File: src/design/pmlh_pkg.sv
package pmlh_pkg;

	localparam int          NUM_CH      = 4;
	localparam int          CLK_HZ      = 40000000;
	// Highest serial clock the host may use in on mode
	localparam int          SCLK_MAX_HZ = 5000000;

	// Channel mode encoding
	localparam logic [1:0]  CH_OFF_NODIAG = 2'h0;
	localparam logic [1:0]  CH_FOLLOW_IN  = 2'h1;
	localparam logic [1:0]  CH_ON_DIAG    = 2'h2;
	localparam logic [1:0]  CH_OFF_DIAG   = 2'h3;

	localparam logic [7:0]  CH_MODE_RST   = 8'h00;
	localparam logic [3:0]  OUT_RST       = 4'h0;

	typedef enum logic [1:0]
	{
		PM_SLEEP = 2'h0,
		PM_IDLE  = 2'h1,
		PM_ON    = 2'h2,
		PM_LIMP  = 2'h3
	} pmlh_mode_t;

	typedef struct packed
	{
		logic        valid;
		logic [7:0]  modes;
	} pmlh_cfg_t;

	typedef struct packed
	{
		logic [1:0]  rst_n_sync;
		logic [1:0]  limp_sync;
		logic [7:0]  in_sync;
		logic        sclk_sync0;
		logic        sclk_sync1;
		logic        sclk_prev;
	} pmlh_sync_t;

	typedef struct packed
	{
		pmlh_mode_t  mode;
		pmlh_sync_t  sync;
		logic [7:0]  ch_mode;
		logic [3:0]  channel_output;
		logic [3:0]  diag_en;
		logic        transmission_error_flag;
		logic        err_pending;
		logic        regs_reset;
	} pmlh_state_t;

endpackage

File: src/design/pmlh_ctrl.sv
`timescale 1ns/1ps
// Function
// - Power-on reset clears registers and leaves the device idle.
// - Reset pin low clears registers and enters sleep.
// - Sleep when reset pin low and limp request low.
// - Idle keeps all channels off and diagnosis inactive.
// - On mode drives enabled channels with diagnosis; host limits serial clock.
// - Limp request high enters limp home, clears registers, routes pins.
// - In limp home, input n drives output n.
// - Serial commands are ignored during limp home.
// - Limp request overrides reset pin and wakes from sleep.
// - Each transfer during limp home returns the error flag.
// - Leaving limp home clears registers, then sleep or on mode.
// - First transfer after limp home also returns the error flag.
// - Four channel modes: off, follow input, on diag, off diag.
// - All channels off without diagnosis puts device idle.
// - Open input reads low, so a following channel is off.
// - Following channel is on for high input, off for low.
module pmlh_ctrl
(
	// Clock and power-on reset
	input  wire logic               clk,
	input  wire logic               rst,
	// Control pins from the host
	input  wire logic               reset_pin_n,
	input  wire logic               limp_home_request,
	input  wire logic [3:0]         channel_control_input,
	input  wire logic               sclk,
	// Channel modes from the serial logic
	input  wire pmlh_pkg::pmlh_cfg_t cfg,
	// Transfer framing from the serial logic
	input  wire logic               xfer_done,
	// Channel drive and status
	output logic      [3:0]         channel_output,
	output logic      [3:0]         diag_en,
	output logic      [7:0]         ch_mode_q,
	output pmlh_pkg::pmlh_mode_t    power_mode,
	output logic                    transmission_error_flag,
	output logic                    regs_reset
);

	pmlh_pkg::pmlh_state_t  state_ff;
	pmlh_pkg::pmlh_state_t  nxt_state;

	// One channel's drive level for a given mode and pin level
	function automatic logic ch_drive(input logic [1:0] m, input logic pin);
		logic r;
		r = 1'b0;
		case (m)
			pmlh_pkg::CH_FOLLOW_IN: r = pin;
			pmlh_pkg::CH_ON_DIAG:   r = 1'b1;
			default:                r = 1'b0;
		endcase
		return r;
	endfunction

	always_comb
	begin
		logic        rstn_s;
		logic        limp_s;
		logic [3:0]  pins_s;
		logic        sclk_edge;
		logic        all_off;
		rstn_s    = state_ff.sync.rst_n_sync[1];
		limp_s    = state_ff.sync.limp_sync[1];
		pins_s    = {state_ff.sync.in_sync[7], state_ff.sync.in_sync[5],
			state_ff.sync.in_sync[3], state_ff.sync.in_sync[1]};
		sclk_edge = state_ff.sync.sclk_sync1 & ~state_ff.sync.sclk_prev;
		all_off   = 1'b1;
		nxt_state = state_ff;

		// Two-stage synchronisers; stage 0 feeds only stage 1
		nxt_state.sync.rst_n_sync = {state_ff.sync.rst_n_sync[0], reset_pin_n};
		nxt_state.sync.limp_sync  = {state_ff.sync.limp_sync[0],
			limp_home_request};
		for (int i = 0; i < pmlh_pkg::NUM_CH; i++)
		begin
			nxt_state.sync.in_sync[2*i+1] = state_ff.sync.in_sync[2*i];
			nxt_state.sync.in_sync[2*i]   = channel_control_input[i];
		end
		nxt_state.sync.sclk_sync0 = sclk;
		nxt_state.sync.sclk_sync1 = state_ff.sync.sclk_sync0;
		nxt_state.sync.sclk_prev  = state_ff.sync.sclk_sync1;
		nxt_state.regs_reset      = 1'b0;

		// Mode stores follow serial writes only outside limp home and sleep
		if (cfg.valid && state_ff.mode != pmlh_pkg::PM_LIMP
			&& state_ff.mode != pmlh_pkg::PM_SLEEP)
			nxt_state.ch_mode = cfg.modes;
		for (int i = 0; i < pmlh_pkg::NUM_CH; i++)
			if (nxt_state.ch_mode[2*i+:2] != pmlh_pkg::CH_OFF_NODIAG)
				all_off = 1'b0;

		case (state_ff.mode)
			pmlh_pkg::PM_LIMP:
			begin
				if (!limp_s)
				begin
					nxt_state.ch_mode     = pmlh_pkg::CH_MODE_RST;
					nxt_state.regs_reset  = 1'b1;
					nxt_state.err_pending = 1'b1;
					nxt_state.mode = rstn_s ? pmlh_pkg::PM_ON
						: pmlh_pkg::PM_SLEEP;
				end
				else
					nxt_state.ch_mode = pmlh_pkg::CH_MODE_RST;
			end
			default:
			begin
				if (limp_s)
				begin
					// Wins over a low reset pin, waking from sleep
					nxt_state.mode       = pmlh_pkg::PM_LIMP;
					nxt_state.ch_mode    = pmlh_pkg::CH_MODE_RST;
					nxt_state.regs_reset = 1'b1;
				end
				else if (!rstn_s)
				begin
					nxt_state.mode    = pmlh_pkg::PM_SLEEP;
					nxt_state.ch_mode = pmlh_pkg::CH_MODE_RST;
					nxt_state.regs_reset = 1'b1;
				end
				else if (state_ff.mode == pmlh_pkg::PM_SLEEP)
					nxt_state.mode = pmlh_pkg::PM_IDLE;
				else if (all_off)
					nxt_state.mode = pmlh_pkg::PM_IDLE;
				else
					nxt_state.mode = pmlh_pkg::PM_ON;
			end
		endcase

		// Channel drive per resulting mode
		for (int i = 0; i < pmlh_pkg::NUM_CH; i++)
		begin
			case (nxt_state.mode)
				pmlh_pkg::PM_LIMP:
				begin
					nxt_state.channel_output[i] = pins_s[i];
					nxt_state.diag_en[i]        = 1'b0;
				end
				pmlh_pkg::PM_ON:
				begin
					nxt_state.channel_output[i] =
						ch_drive(nxt_state.ch_mode[2*i+:2], pins_s[i]);
					nxt_state.diag_en[i] =
						nxt_state.ch_mode[2*i+:2] != pmlh_pkg::CH_OFF_NODIAG;
				end
				default:
				begin
					nxt_state.channel_output[i] = 1'b0;
					nxt_state.diag_en[i]        = 1'b0;
				end
			endcase
		end
		// Just out of limp home into on mode all channels idle but diagnosis enabled on all four
		if (state_ff.mode == pmlh_pkg::PM_LIMP
			&& nxt_state.mode == pmlh_pkg::PM_ON)
			nxt_state.diag_en = 4'hF;

		// Error flag reported with each finished transfer
		if (xfer_done)
		begin
			if (state_ff.mode == pmlh_pkg::PM_LIMP)
				nxt_state.transmission_error_flag = 1'b1;
			else if (state_ff.err_pending)
			begin
				nxt_state.transmission_error_flag = 1'b1;
				nxt_state.err_pending = 1'b0;
			end
			else
				nxt_state.transmission_error_flag = 1'b0;
		end
		// A serial clock edge seen during sleep pulses the register reset
		if (sclk_edge && state_ff.mode == pmlh_pkg::PM_SLEEP)
			nxt_state.regs_reset = 1'b1;
		// A new limp entry re-arms the post-limp report
		if (nxt_state.mode == pmlh_pkg::PM_LIMP)
			nxt_state.err_pending = 1'b1;
	end

	always_ff @(posedge clk or posedge rst)
	begin
		if (rst)
		begin
			state_ff <= '0;
			// Reset pin synchroniser starts at its released level, so a
			// power-on reset never passes through a false sleep
			state_ff.sync.rst_n_sync <= 2'h3;
			state_ff.mode <= pmlh_pkg::PM_IDLE;
			state_ff.ch_mode <= pmlh_pkg::CH_MODE_RST;
			state_ff.regs_reset <= 1'b1;
		end
		else
			state_ff <= nxt_state;
	end

	assign channel_output          = state_ff.channel_output;
	assign diag_en                 = state_ff.diag_en;
	assign ch_mode_q               = state_ff.ch_mode;
	assign power_mode              = state_ff.mode;
	assign transmission_error_flag = state_ff.transmission_error_flag;
	assign regs_reset              = state_ff.regs_reset;

endmodule

File: config.mk
export PLATFORM = sky130hd
export DESIGN_NAME = pmlh_ctrl
export DESIGN_NICKNAME = d
export VERILOG_FILES = /design/src/design/pmlh_pkg.sv /design/src/design/pmlh_ctrl.sv
export SDC_FILE = /design/constraint.sdc
export NUM_CORES = 1
export LEC_CHECK = 0
export ABC_CLOCK_PERIOD_IN_PS = 6000
export BUFFER_PORTS_ARGS = -buffer_cell sky130_fd_sc_hd__buf_2
export CAP_MARGIN = 5
export CORE_ASPECT_RATIO = 0.6
export CORE_MARGIN = 8
export CORE_UTILIZATION = 41
export DETAILED_ROUTE_END_ITERATION = 16
export GPL_TIMING_DRIVEN = 0
export PLACE_DENSITY = 0.71
export SYNTH_ARGS = -nofsm -noshare
export SYNTH_HDL_FRONTEND = slang
export SYNTH_SLANG_ARGS = --single-unit
export TNS_END_PERCENT = 1
File: constraint.sdc
create_clock -name clk -period 6 [get_ports clk]
set_clock_uncertainty 0.1 [all_clocks]
set_input_delay 1.2 -clock clk [delete_from_list [all_inputs] [get_ports clk]]
set_output_delay 1.2 -clock clk [all_outputs]
set_load 0.01 [all_outputs]
== Yosys cells after proc, flatten, opt, wreduce, memory -nomap -nowiden ==
Index checks and enable logic that the tools add are counted.
W data, S select, Z words.

* Flip-flop bits (word level): 36
* Bits of input ports: 19
* Output and inout port bits: 20

* Equality and inequality tests: 12
* Multiplexer cells: 40
* Bitwise operators: 2
* Reduce and logical (&&, ||, !) cells: 14

{| class="wikitable"
|+ Operators by type and width
! kind !! number
|-
| $mux W8 || 4
|-
| $mux W1 || 19
|-
| $reduce_bool A2 Y1 || 9
|-
| $mux W2 || 8
|-
| $pmux W1 S2 || 8
|-
| $eq A2 B2 Y1 const B || 7
|-
| $eq A2 B1 Y1 const B || 4
|-
| $logic_and A1 B1 Y1 || 4
|-
| $mux W4 || 1
|-
| $logic_not A2 Y1 || 1
|-
| $ne A2 B2 Y1 const B || 1
|-
| $and A1 B1 Y1 || 1
|-
| $not A1 Y1 || 1
|}

== Logic depth before layout (Yosys ltp) ==
Gate-level depths: netlist of the first run.

* Depth in word-level cells: 17
* Gate-level depth with buffers: 11
* Mapped depth without buffers: 10

== Least setup slack after synthesis of the first run ==
OpenSTA, ideal clock, no wires.

* Path type: input to register
* Start point: in cfg[8] (netlist name)
* End point: reg state_ff, in the netlist channel_output[3]
* Arrival time: 2,955 ps
* Required time: 5,824 ps
* Path slack: 2,868 ps
* Cell stages on the path: 8
* Buffers on the path: 0
* Cell sequence: nand2_1 mux2i_1 or2_2 ha_1 or4bb_1 nor4_1 a221oi_1 o21ai_1

{| class="wikitable"
|+ RTL lines
! item !! RTL line !! RTL
|-
| from (decl) || pmlh_ctrl.sv:30 || <nowiki>input wire pmlh_pkg::pmlh_cfg_t cfg,</nowiki>
|-
| to (signal assigned) || pmlh_ctrl.sv:194 || <nowiki>state_ff <= nxt_state;</nowiki>
|-
| to (decl) || pmlh_ctrl.sv:42 || <nowiki>pmlh_pkg::pmlh_state_t state_ff;</nowiki>
|}

==> results.json, run 1 <==
{
  "multi_input_area_um2": 608,
  "start_kind": "primary input",
  "grt_first_pass_wirelength_um": 6080,
  "status": "finished clean",
  "tightest_slew_ns": 0.863,
  "dp_hpwl_um": 2670,
  "dr.first_iter.drc_count": 28,
  "p_comb_share_pct": 15.2,
  "drt_first_pass_iters": 4,
  "antenna_found_initial": 0,
  "clkLatencyLatePin_ns": 0.29,
  "p_int_uw": 446,
  "period_needed_ns": 3.15,
  "final_cell_mix": "buf_2 (38), dfrtp_1 (32), buf_4 (19)",
  "cpMaxStageDelayCell": "or4bb_1",
  "syn_to_final_growth_pct": 24.4,
  "synthAdderAreaFrac_pct": 8.73,
  "reg2reg_slack_ns": 2.89,
  "power.density_mw_per_mm2": 275,
  "path_clk_slew_ns": 0.07,
  "async_reset_ff_share_pct": 100,
  "tns_ns": 0,
  "synth_top_family_by_area": "simple AND/OR/NAND/NOR gates",
  "postLayoutCellArea_mm2": 0.00214,
  "synthesis.nets": 183,
  "overflow": 0,
  "nFillCells": 373,
  "cap_violations": 0,
  "synth_xor_xnor_area_share_pct": 0.509,
  "hold_ws_ns": 0.250,
  "ir_drop_uv": 150,
  "htreeDepth": 2,
  "io_pins": 39,
  "endpoint": "channel_output[3]",
  "cts_hold_buf": 0,
  "setup.worst_path.start": "cfg[8]",
  "critPathMaxFanout": 8,
  "grt.total_usage_pct": 12.2,
  "finalWeightedCongestion": 0.811,
  "syn_avg_cell_area_um2": 11.3,
  "num_vias": 1202,
  "r2r-end": "channel_output[3]",
  "nNetsFinal": 229,
  "syn_inst": 152,
  "io_buffers": 38,
  "path_cells": "buf_2, nand2_1, mux2i_1, or2_2, ha_1, or4bb_1, nor4_1, a221oi_1, o21ai_1",
  "wire_per_inst_um": 13.7,
  "yosys_warnings": 0,
  "slew_viol_final": 0,
  "layout_commonest_cell": "buf_2",
  "grt_setup_unrepaired": "no",
  "synth.area.mux_share_pct": 4.65,
  "path_delay_family": "simple AND/OR/NAND/NOR gates",
  "clockBufferDepth": 2,
  "critPathMaxStageDelay_ns": 0.47,
  "worstPathArrival_ns": 3.28,
  "p_clk_share_pct": 39.9,
  "critical_path.endpoint_type": "flop",
  "die_w_um": 99.6,
  "cts_sinks": 36,
  "wirelength_um": 3540,
  "swShare_pct": 24.2,
  "pre_cts_ws_ns": 2.54,
  "placed_cell_area_mm2": 0.00201,
  "worst_slack_ns": 2.85,
  "place_inst": 251,
  "drc_errors": 0,
  "grt_max_degree": 22,
  "cts_root_buf": "clkbuf_8",
  "yosys.area.top_type": "dfrtp_1",
  "cp.required_ns": 6.13,
  "yosys.area_share.simple_pct": 12.7,
  "slew_headroom_pct": 42.4,
  "worstRegToRegCells": 10,
  "drt-vias-per-instance": 4.64,
  "r2r-start": "power_mode[0]",
  "min_path_type": "flop to flop",
  "hold_viol_final": 0,
  "antenna_cells": 0,
  "setup_viol": 0,
  "dieArea_mm2": 0.00659,
  "start_util_pct": 42.2,
  "final_cells": 259,
  "yosysUniqueCellTypes": 34,
  "die_h_um": 66.2,
  "ys_ff_latch": 36,
  "ys_top_cells_by_area": "dfrtp_1 (47%), ha_1 (8.7%), buf_4 (8.3%), dfstp_2 (6.1%), mux2i_1 (4.7%)",
  "final_util_pct": 52.5,
  "p_sw_uw": 142,
  "synthFlopType": "dfrtp_1",
  "cp_num_cells": 9,
  "drtAntennaViolNets": 0,
  "worst-setup-path-type": "primary input to flop",
  "path_buf_inv": 1,
  "cts_tree": "yes",
  "fin_crit_sh_pct": 52.5,
  "final_layout_size_suffix_gt1_share_pct": 39.7,
  "yosysSeqAreaShare_pct": 52.7,
  "cts_resized": 0,
  "p_leak_nw": 1.12,
  "seqPwrFrac_pct": 45.0,
  "rows": 18,
  "synth_edf_count": 0,
  "seq_area_um2": 906,
  "numCtsBuffers": 5,
  "syn_area_mm2": 0.00172,
  "grt_pass1_vias": 1310,
  "timing.fmax_mhz": 317,
  "cts_setup_buffers": 0,
  "synth_top_area_share_pct": 46.5,
  "synth_compound_area_share_pct": 8.80,
  "coreArea_mm2": 0.00408,
  "power.total_uw": 589
}
[cells in the mapped netlist, drive strengths merged, types with 2 or more instances]
cell type / count
ha: 12
nor2: 7
dfstp: 4
o21ai: 7
nand2b: 2
nor4: 3
or4: 3
inv: 13
a21oi: 5
or2: 5
dfrtp: 32
nor2b: 2
mux2i: 8
a221oi: 3
nand2: 9
buf: 20
a211oi: 2
a21o: 3
[cell families (layout without fill, tap and decap cells)]
family	count (synthesis)	count (layout)
buf+inv	34	81
flops	36	36
mux	8	8
xor+xnor	1	1
fa+ha+maj	12	12
simple gates	38	38
compound gates	23	23
[routing by layer]
metal  GRT usage, %  up-vias  part of all wire (%)
met1           15.3      577                    49
met2           18.0       30                    43
met5              0        -                     0
met4           6.55        0                   2.0
met3           4.41        8                   6.6
li1               -      587                     -
[worst min-delay path by stage]
stage	from	end	slack, ns	cells after the start
floorplan	nxt_state[20]	nxt_state[19]	0.23	0
finish	nxt_state[23]	state_ff[23]	0.25	0
detailed placement	nxt_state[27]	state_ff[27]	0.24	0
CTS	nxt_state[27]	state_ff[27]	0.25	0
global placement	nxt_state[23]	state_ff[23]	0.23	0
global route	nxt_state[23]	state_ff[23]	0.26	0
[power groups by stage]
stage | Combinational [mW] | Sequential (mW) | Clock (mW)
after floorplan | 0.0600 | 0.268 | 0
after global placement | 0.0857 | 0.269 | 0
after detailed placement | 0.0896 | 0.269 | 0
after CTS | 0.0903 | 0.265 | 0.239
after global routing | 0.0998 | 0.266 | 0.250
final | 0.0893 | 0.265 | 0.235
[registers in the layout, summed over array words and instances, names as in the netlist]
signal / count
ch_mode_q: 8
channel_output: 4
diag_en: 4
nxt_state: 8
power_mode: 2
regs_reset: 1
state_ff: 8
transmission_error_flag: 1
[final cells by class]
class / instances / share of cell area (%)
buffer: 21 / 7.37
clock buffer: 7 / 4.50
clock inverter: 1 / 1.40
inverter: 13 / 2.28
multi-input combinational: 82 / 28.4
sequential: 36 / 42.3
tap: 60 / 3.51
timing repair buffer: 39 / 10.2
Power figures use the tool's default switching activity.
==> run 2, diff against run 1 <==
--- a/config.mk
+++ b/config.mk
@@ -5,7 +5,7 @@
 export SDC_FILE = /design/constraint.sdc
 export NUM_CORES = 1
 export LEC_CHECK = 0
-export ABC_CLOCK_PERIOD_IN_PS = 6000
+export ABC_CLOCK_PERIOD_IN_PS = 2600
 export BUFFER_PORTS_ARGS = -buffer_cell sky130_fd_sc_hd__buf_2
 export CAP_MARGIN = 5
 export CORE_ASPECT_RATIO = 0.6
@@ -13,7 +13,7 @@
 export CORE_UTILIZATION = 41
 export DETAILED_ROUTE_END_ITERATION = 16
 export GPL_TIMING_DRIVEN = 0
-export PLACE_DENSITY = 0.71
+export PLACE_DENSITY = 0.74
 export SYNTH_ARGS = -nofsm -noshare
 export SYNTH_HDL_FRONTEND = slang
 export SYNTH_SLANG_ARGS = --single-unit
==> constraint.sdc (replaced) <==
create_clock -name clk -period 2.6 [get_ports clk]
set_clock_uncertainty 0.1 [all_clocks]
set_input_delay 0.52 -clock clk [delete_from_list [all_inputs] [get_ports clk]]
set_output_delay 0.52 -clock clk [all_outputs]
set_load 0.01 [all_outputs]
==> run 2 against run 1 <==
Effect of this change:
- clock power grew 75%
- via count grew 0.92%
- critical endpoint unchanged
- worst hold slack lost 0.095 ns
- first-iteration DRC count grew 14%
- sequential power grew 130%
- die area is the same
- critical path depth shrank 1
- combinational power grew to 2.7 times the previous value
- highest routed layer unchanged
- sequential cell count is the same
==> results.json, run 2 (synthesized netlist as in run 1, its figures left out) <==
{
  "status": "finished clean",
  "critical_path.endpoint_type": "flop",
  "overflow": 0,
  "period_needed_ns": 2.59,
  "cts_tree": "yes",
  "drc_errors": 0,
  "final_cells": 264,
  "tns_ns": 0,
  "htreeDepth": 2,
  "numCtsBuffers": 5,
  "layout_commonest_cell": "buf_2",
  "final_util_pct": 53.7,
  "critPathMaxFanout": 8,
  "slew_headroom_pct": 64.8,
  "drt-vias-per-instance": 4.59,
  "grt_first_pass_wirelength_um": 6040,
  "path_clk_slew_ns": 0.07,
  "clockBufferDepth": 2,
  "grt_setup_unrepaired": "yes",
  "io_pins": 39,
  "grt_pass1_vias": 1247,
  "seq_area_um2": 906,
  "place_inst": 251,
  "antenna_found_initial": 0,
  "placed_cell_area_mm2": 0.00205,
  "die_w_um": 99.6,
  "slew_viol_final": 0,
  "hold_viol_final": 0,
  "drt_first_pass_iters": 5,
  "rows": 18,
  "multi_input_area_um2": 652,
  "reg2reg_slack_ns": 0.008,
  "min_path_type": "primary input to asynchronous set/reset pin",
  "timing.fmax_mhz": 386,
  "grt.total_usage_pct": 12.0,
  "p_leak_nw": 1.13,
  "coreArea_mm2": 0.00408,
  "die_h_um": 66.2,
  "postLayoutCellArea_mm2": 0.00219,
  "cap_violations": 0,
  "worstPathArrival_ns": 2.71,
  "clkLatencyLatePin_ns": 0.29,
  "cts_sinks": 36,
  "antenna_cells": 0,
  "cp.required_ns": 2.72,
  "setup_viol": 0,
  "syn_to_final_growth_pct": 27.2,
  "start_kind": "flop",
  "cpMaxStageDelayCell": "dfstp_2",
  "final_cell_mix": "buf_2 (38), dfrtp_1 (32), buf_4 (24)",
  "finalWeightedCongestion": 0.808,
  "worst-setup-path-type": "flop to flop",
  "nNetsFinal": 234,
  "dr.first_iter.drc_count": 32,
  "nFillCells": 381,
  "dieArea_mm2": 0.00659,
  "grt_max_degree": 26,
  "path_delay_family": "simple AND/OR/NAND/NOR gates",
  "critPathMaxStageDelay_ns": 0.59,
  "tightest_slew_ns": 0.527,
  "power.density_mw_per_mm2": 576,
  "drtAntennaViolNets": 0,
  "wirelength_um": 3570,
  "io_buffers": 38,
  "cts_root_buf": "clkbuf_8",
  "fin_crit_sh_pct": 99.7,
  "hold_ws_ns": 0.155,
  "num_vias": 1213,
  "wire_per_inst_um": 13.5,
  "path_cells": "nor2b_1, nand2_1, or2_4, ha_4, or4bb_1, nor4_1, a221oi_1, o21ai_1",
  "start_util_pct": 42.2,
  "path_buf_inv": 0,
  "ir_drop_uv": 302,
  "final_layout_size_suffix_gt1_share_pct": 43.1,
  "dp_hpwl_um": 2710
}
## run 2: worst paths after layout
| path | cells after the start | endpoint | start |
|---|---|---|---|
| min | 2 | channel_output[0] | rst |
| max reg2reg | 8 | channel_output[3] | state_ff[33] |
| min in group clk | 1 | nxt_state[29] | channel_control_input[3] |
| min reg2reg | 0 | nxt_state[19] | nxt_state[20] |
| max | 8 | channel_output[3] | state_ff[33] |
| max in group asynchronous | 3 | state_ff[33] | rst |
## run 2: per-layer routing
layer	wire length, um	global-route usage, %
met4	55	5.06
met3	203	4.52
met2	1510	17.8
met1	1800	15.4
met5	0	0
## run 2: cell type report
cell class                 count  area share (%)
clock buffer                   7            3.95
clock inverter                 1           0.343
multi-input combinational     82            29.8
buffer                        21            7.20
timing repair buffer          44            11.7
tap                           60            3.43
inverter                      13            2.23
sequential                    36            41.4
## run 2: power by group
| part | total, mW | internal, mW | leakage [nW] | switching [mW] |
|---|---|---|---|---|
| registers | 0.610 | 0.596 | 0.440 | 0.0149 |
| clock network | 0.411 | 0.215 | 0.0445 | 0.196 |
| logic | 0.239 | 0.116 | 0.649 | 0.123 |
| total | 1.26 | 0.927 | 1.13 | 0.334 |
## run 2: stage by stage
step / power (mW) / worst slack [ns]
5_1_grt: 1.32 / -0.131
6_report: 1.26 / 0.00768
3_3_place_gp: 0.830 / -0.122
2_1_floorplan: 0.770 / 0.00378
4_1_cts: 1.27 / 0.0119
3_5_place_dp: 0.839 / -0.166
## run 2: repair_timing
| action | CTS | global route |
|---|---|---|
| pin swaps | 2 | 0 |
| gates resized for setup | 0 | 2 |
| endpoints found under the setup margin | 1 | 1 |
| hold buffers | 0 | 0 |
| buffers inserted | 5 | 0 |
==> run 3, diff against run 2 <==
--- a/config.mk
+++ b/config.mk
@@ -5,7 +5,7 @@
 export SDC_FILE = /design/constraint.sdc
 export NUM_CORES = 1
 export LEC_CHECK = 0
-export ABC_CLOCK_PERIOD_IN_PS = 2600
+export ABC_CLOCK_PERIOD_IN_PS = 3000
 export BUFFER_PORTS_ARGS = -buffer_cell sky130_fd_sc_hd__buf_2
 export CAP_MARGIN = 5
 export CORE_ASPECT_RATIO = 0.6
@@ -13,7 +13,7 @@
 export CORE_UTILIZATION = 41
 export DETAILED_ROUTE_END_ITERATION = 16
 export GPL_TIMING_DRIVEN = 0
-export PLACE_DENSITY = 0.74
+export PLACE_DENSITY = 0.71
 export SYNTH_ARGS = -nofsm -noshare
 export SYNTH_HDL_FRONTEND = slang
 export SYNTH_SLANG_ARGS = --single-unit
==> constraint.sdc (replaced) <==
create_clock -name clk -period 3 [get_ports clk]
set_clock_uncertainty 0.1 [all_clocks]
set_input_delay 0.6 -clock clk [delete_from_list [all_inputs] [get_ports clk]]
set_output_delay 0.6 -clock clk [all_outputs]
set_load 0.01 [all_outputs]
==> run 3 against run 2 <==
Effect of this change:
- non-clock buffer count down 2
- via count shrank 0.74%
- sequential cell count did not move
- worst hold slack better by 0.095 ns
- sequential power is 13% lower
- setup slack improved by 0.16 ns
- die area is the same
- core utilization shrank 0.58 points
- maximum frequency decreased by 8.5%
- global-route usage up 0.17 points
- critical path type unchanged
- largest power group unchanged
- highest routed layer unchanged
==> results.json, run 3 (synthesized netlist as in run 1, its figures left out) <==
{
  "hold_ws_ns": 0.250,
  "wire_per_inst_um": 13.6,
  "power.total_mw": 1.19,
  "dp_hpwl_um": 2670,
  "reg2reg_slack_ns": 0.17,
  "syn_to_final_growth_pct": 25.8,
  "worstPathArrival_ns": 2.96,
  "status": "finished clean",
  "final_cell_mix": "buf_2 (38), dfrtp_1 (32), buf_4 (22)",
  "drc_errors": 0,
  "dieArea_mm2": 0.00659,
  "cp.required_ns": 3.12,
  "drtAntennaViolNets": 0,
  "use_met2_pct": 18.0,
  "final_layout_size_suffix_gt1_share_pct": 41.1,
  "grt_setup_unrepaired": "no",
  "slew_viol_final": 0,
  "critPathMaxFanout": 8,
  "start_util_pct": 42.2,
  "ir_drop_uv": 300,
  "dr.first_iter.drc_count": 20,
  "overflow": 0,
  "critPathMaxStageDelay_ns": 0.54,
  "path_buf_inv": 1,
  "layout_commonest_cell": "buf_2",
  "critical_path.endpoint_type": "flop",
  "cpMaxStageDelayCell": "dfstp_2",
  "drt_first_pass_iters": 4,
  "grt_pass1_vias": 1310,
  "slew_headroom_pct": 42.4,
  "setup_viol": 0,
  "finalWeightedCongestion": 0.811,
  "grt_max_degree": 22,
  "coreArea_mm2": 0.00408,
  "cts_sinks": 36,
  "clockBufferDepth": 2,
  "htreeDepth": 2,
  "p_leak_nw": 1.14,
  "hold_viol_final": 0,
  "drt-vias-per-instance": 4.60,
  "num_vias": 1204,
  "nNetsFinal": 232,
  "numCtsBuffers": 5,
  "grt.total_usage_pct": 12.2,
  "worst-setup-path-type": "flop to flop",
  "min_path_type": "flop to flop",
  "power.density_mw_per_mm2": 549,
  "cap_violations": 0,
  "antenna_cells": 0,
  "grt-busiest-layer": "met2",
  "io_buffers": 38,
  "cts_tree": "yes",
  "die_w_um": 99.6,
  "clkLatencyLatePin_ns": 0.29,
  "antenna_found_initial": 0,
  "path_delay_family": "simple AND/OR/NAND/NOR gates",
  "path_cells": "buf_6, xor2_1, nand2_2, mux2i_1, or2_2, ha_1, or4bb_1, nor4_1, a221oi_1, o21ai_1",
  "start_kind": "flop",
  "fin_crit_sh_pct": 94.4,
  "use_met1_pct": 15.3,
  "period_needed_ns": 2.83,
  "timing.fmax_mhz": 353,
  "path_clk_slew_ns": 0.07,
  "io_pins": 39,
  "grt_first_pass_wirelength_um": 6080,
  "use_met3_pct": 4.41,
  "tightest_slew_ns": 0.863,
  "wirelength_um": 3560,
  "rows": 18,
  "cts_root_buf": "clkbuf_8",
  "die_h_um": 66.2
}
## run 3: cell type report
class / instances / area [um^2]
Multi-Input combinational cell: 82 / 611
Clock buffer: 7 / 96.3
Timing Repair Buffer: 42 / 240
Fill cell: 371 / 1910
Sequential cell: 36 / 906
Buffer: 21 / 158
Tap cell: 60 / 75.1
Inverter: 13 / 48.8
Clock inverter: 1 / 30.0
## run 3: routing by layer
layer	routed length (um)	part of all wire (%)
met5	0	0
met4	70	2.0
met3	214	6.0
met2	1520	43
met1	1750	49
## run 3: path summary, 6_finish.rpt
check | startpoint | endpoint | depth (start not counted)
max | power_mode[0] | channel_output[3] | 10
min in group asynchronous | rst | channel_output[1] | 2
max in group asynchronous | rst | state_ff[33] | 3
max reg2reg | power_mode[0] | channel_output[3] | 10
min | nxt_state[23] | state_ff[23] | 0
min reg2reg | nxt_state[23] | state_ff[23] | 0
## run 3: through the flow
stage / TNS, ns / util [%] / instances / setup WS (ns) / instance area (um^2)
after floorplan: 0 / - / 152 / 0.146 / 1720
after global placement: -0.0335 / 48.7 / 250 / -0.0335 / 1990
after detailed placement: -0.0799 / 49.4 / 251 / -0.0799 / 2010
after CTS: 0 / 52.5 / 259 / 0.00220 / 2140
after global routing: 0 / 53.1 / 262 / 0.0255 / 2160
final: 0 / 53.1 / 262 / 0.168 / 2160
## run 3: timing repair
item | 4_1_cts | 5_1_grt
pin swaps | 0 | 1
endpoints found under the setup margin | 1 | 1
setup buffers | 0 | 3
cloned | 0 | 0
resized for setup | 1 | 0
hold buffers | 0 | 0
## run 3: power breakdown
group	switching (mW)	internal, mW	leakage, nW
registers	0.0133	0.516	0.440
logic	0.0986	0.0907	0.632
clock network	0.176	0.293	0.0645
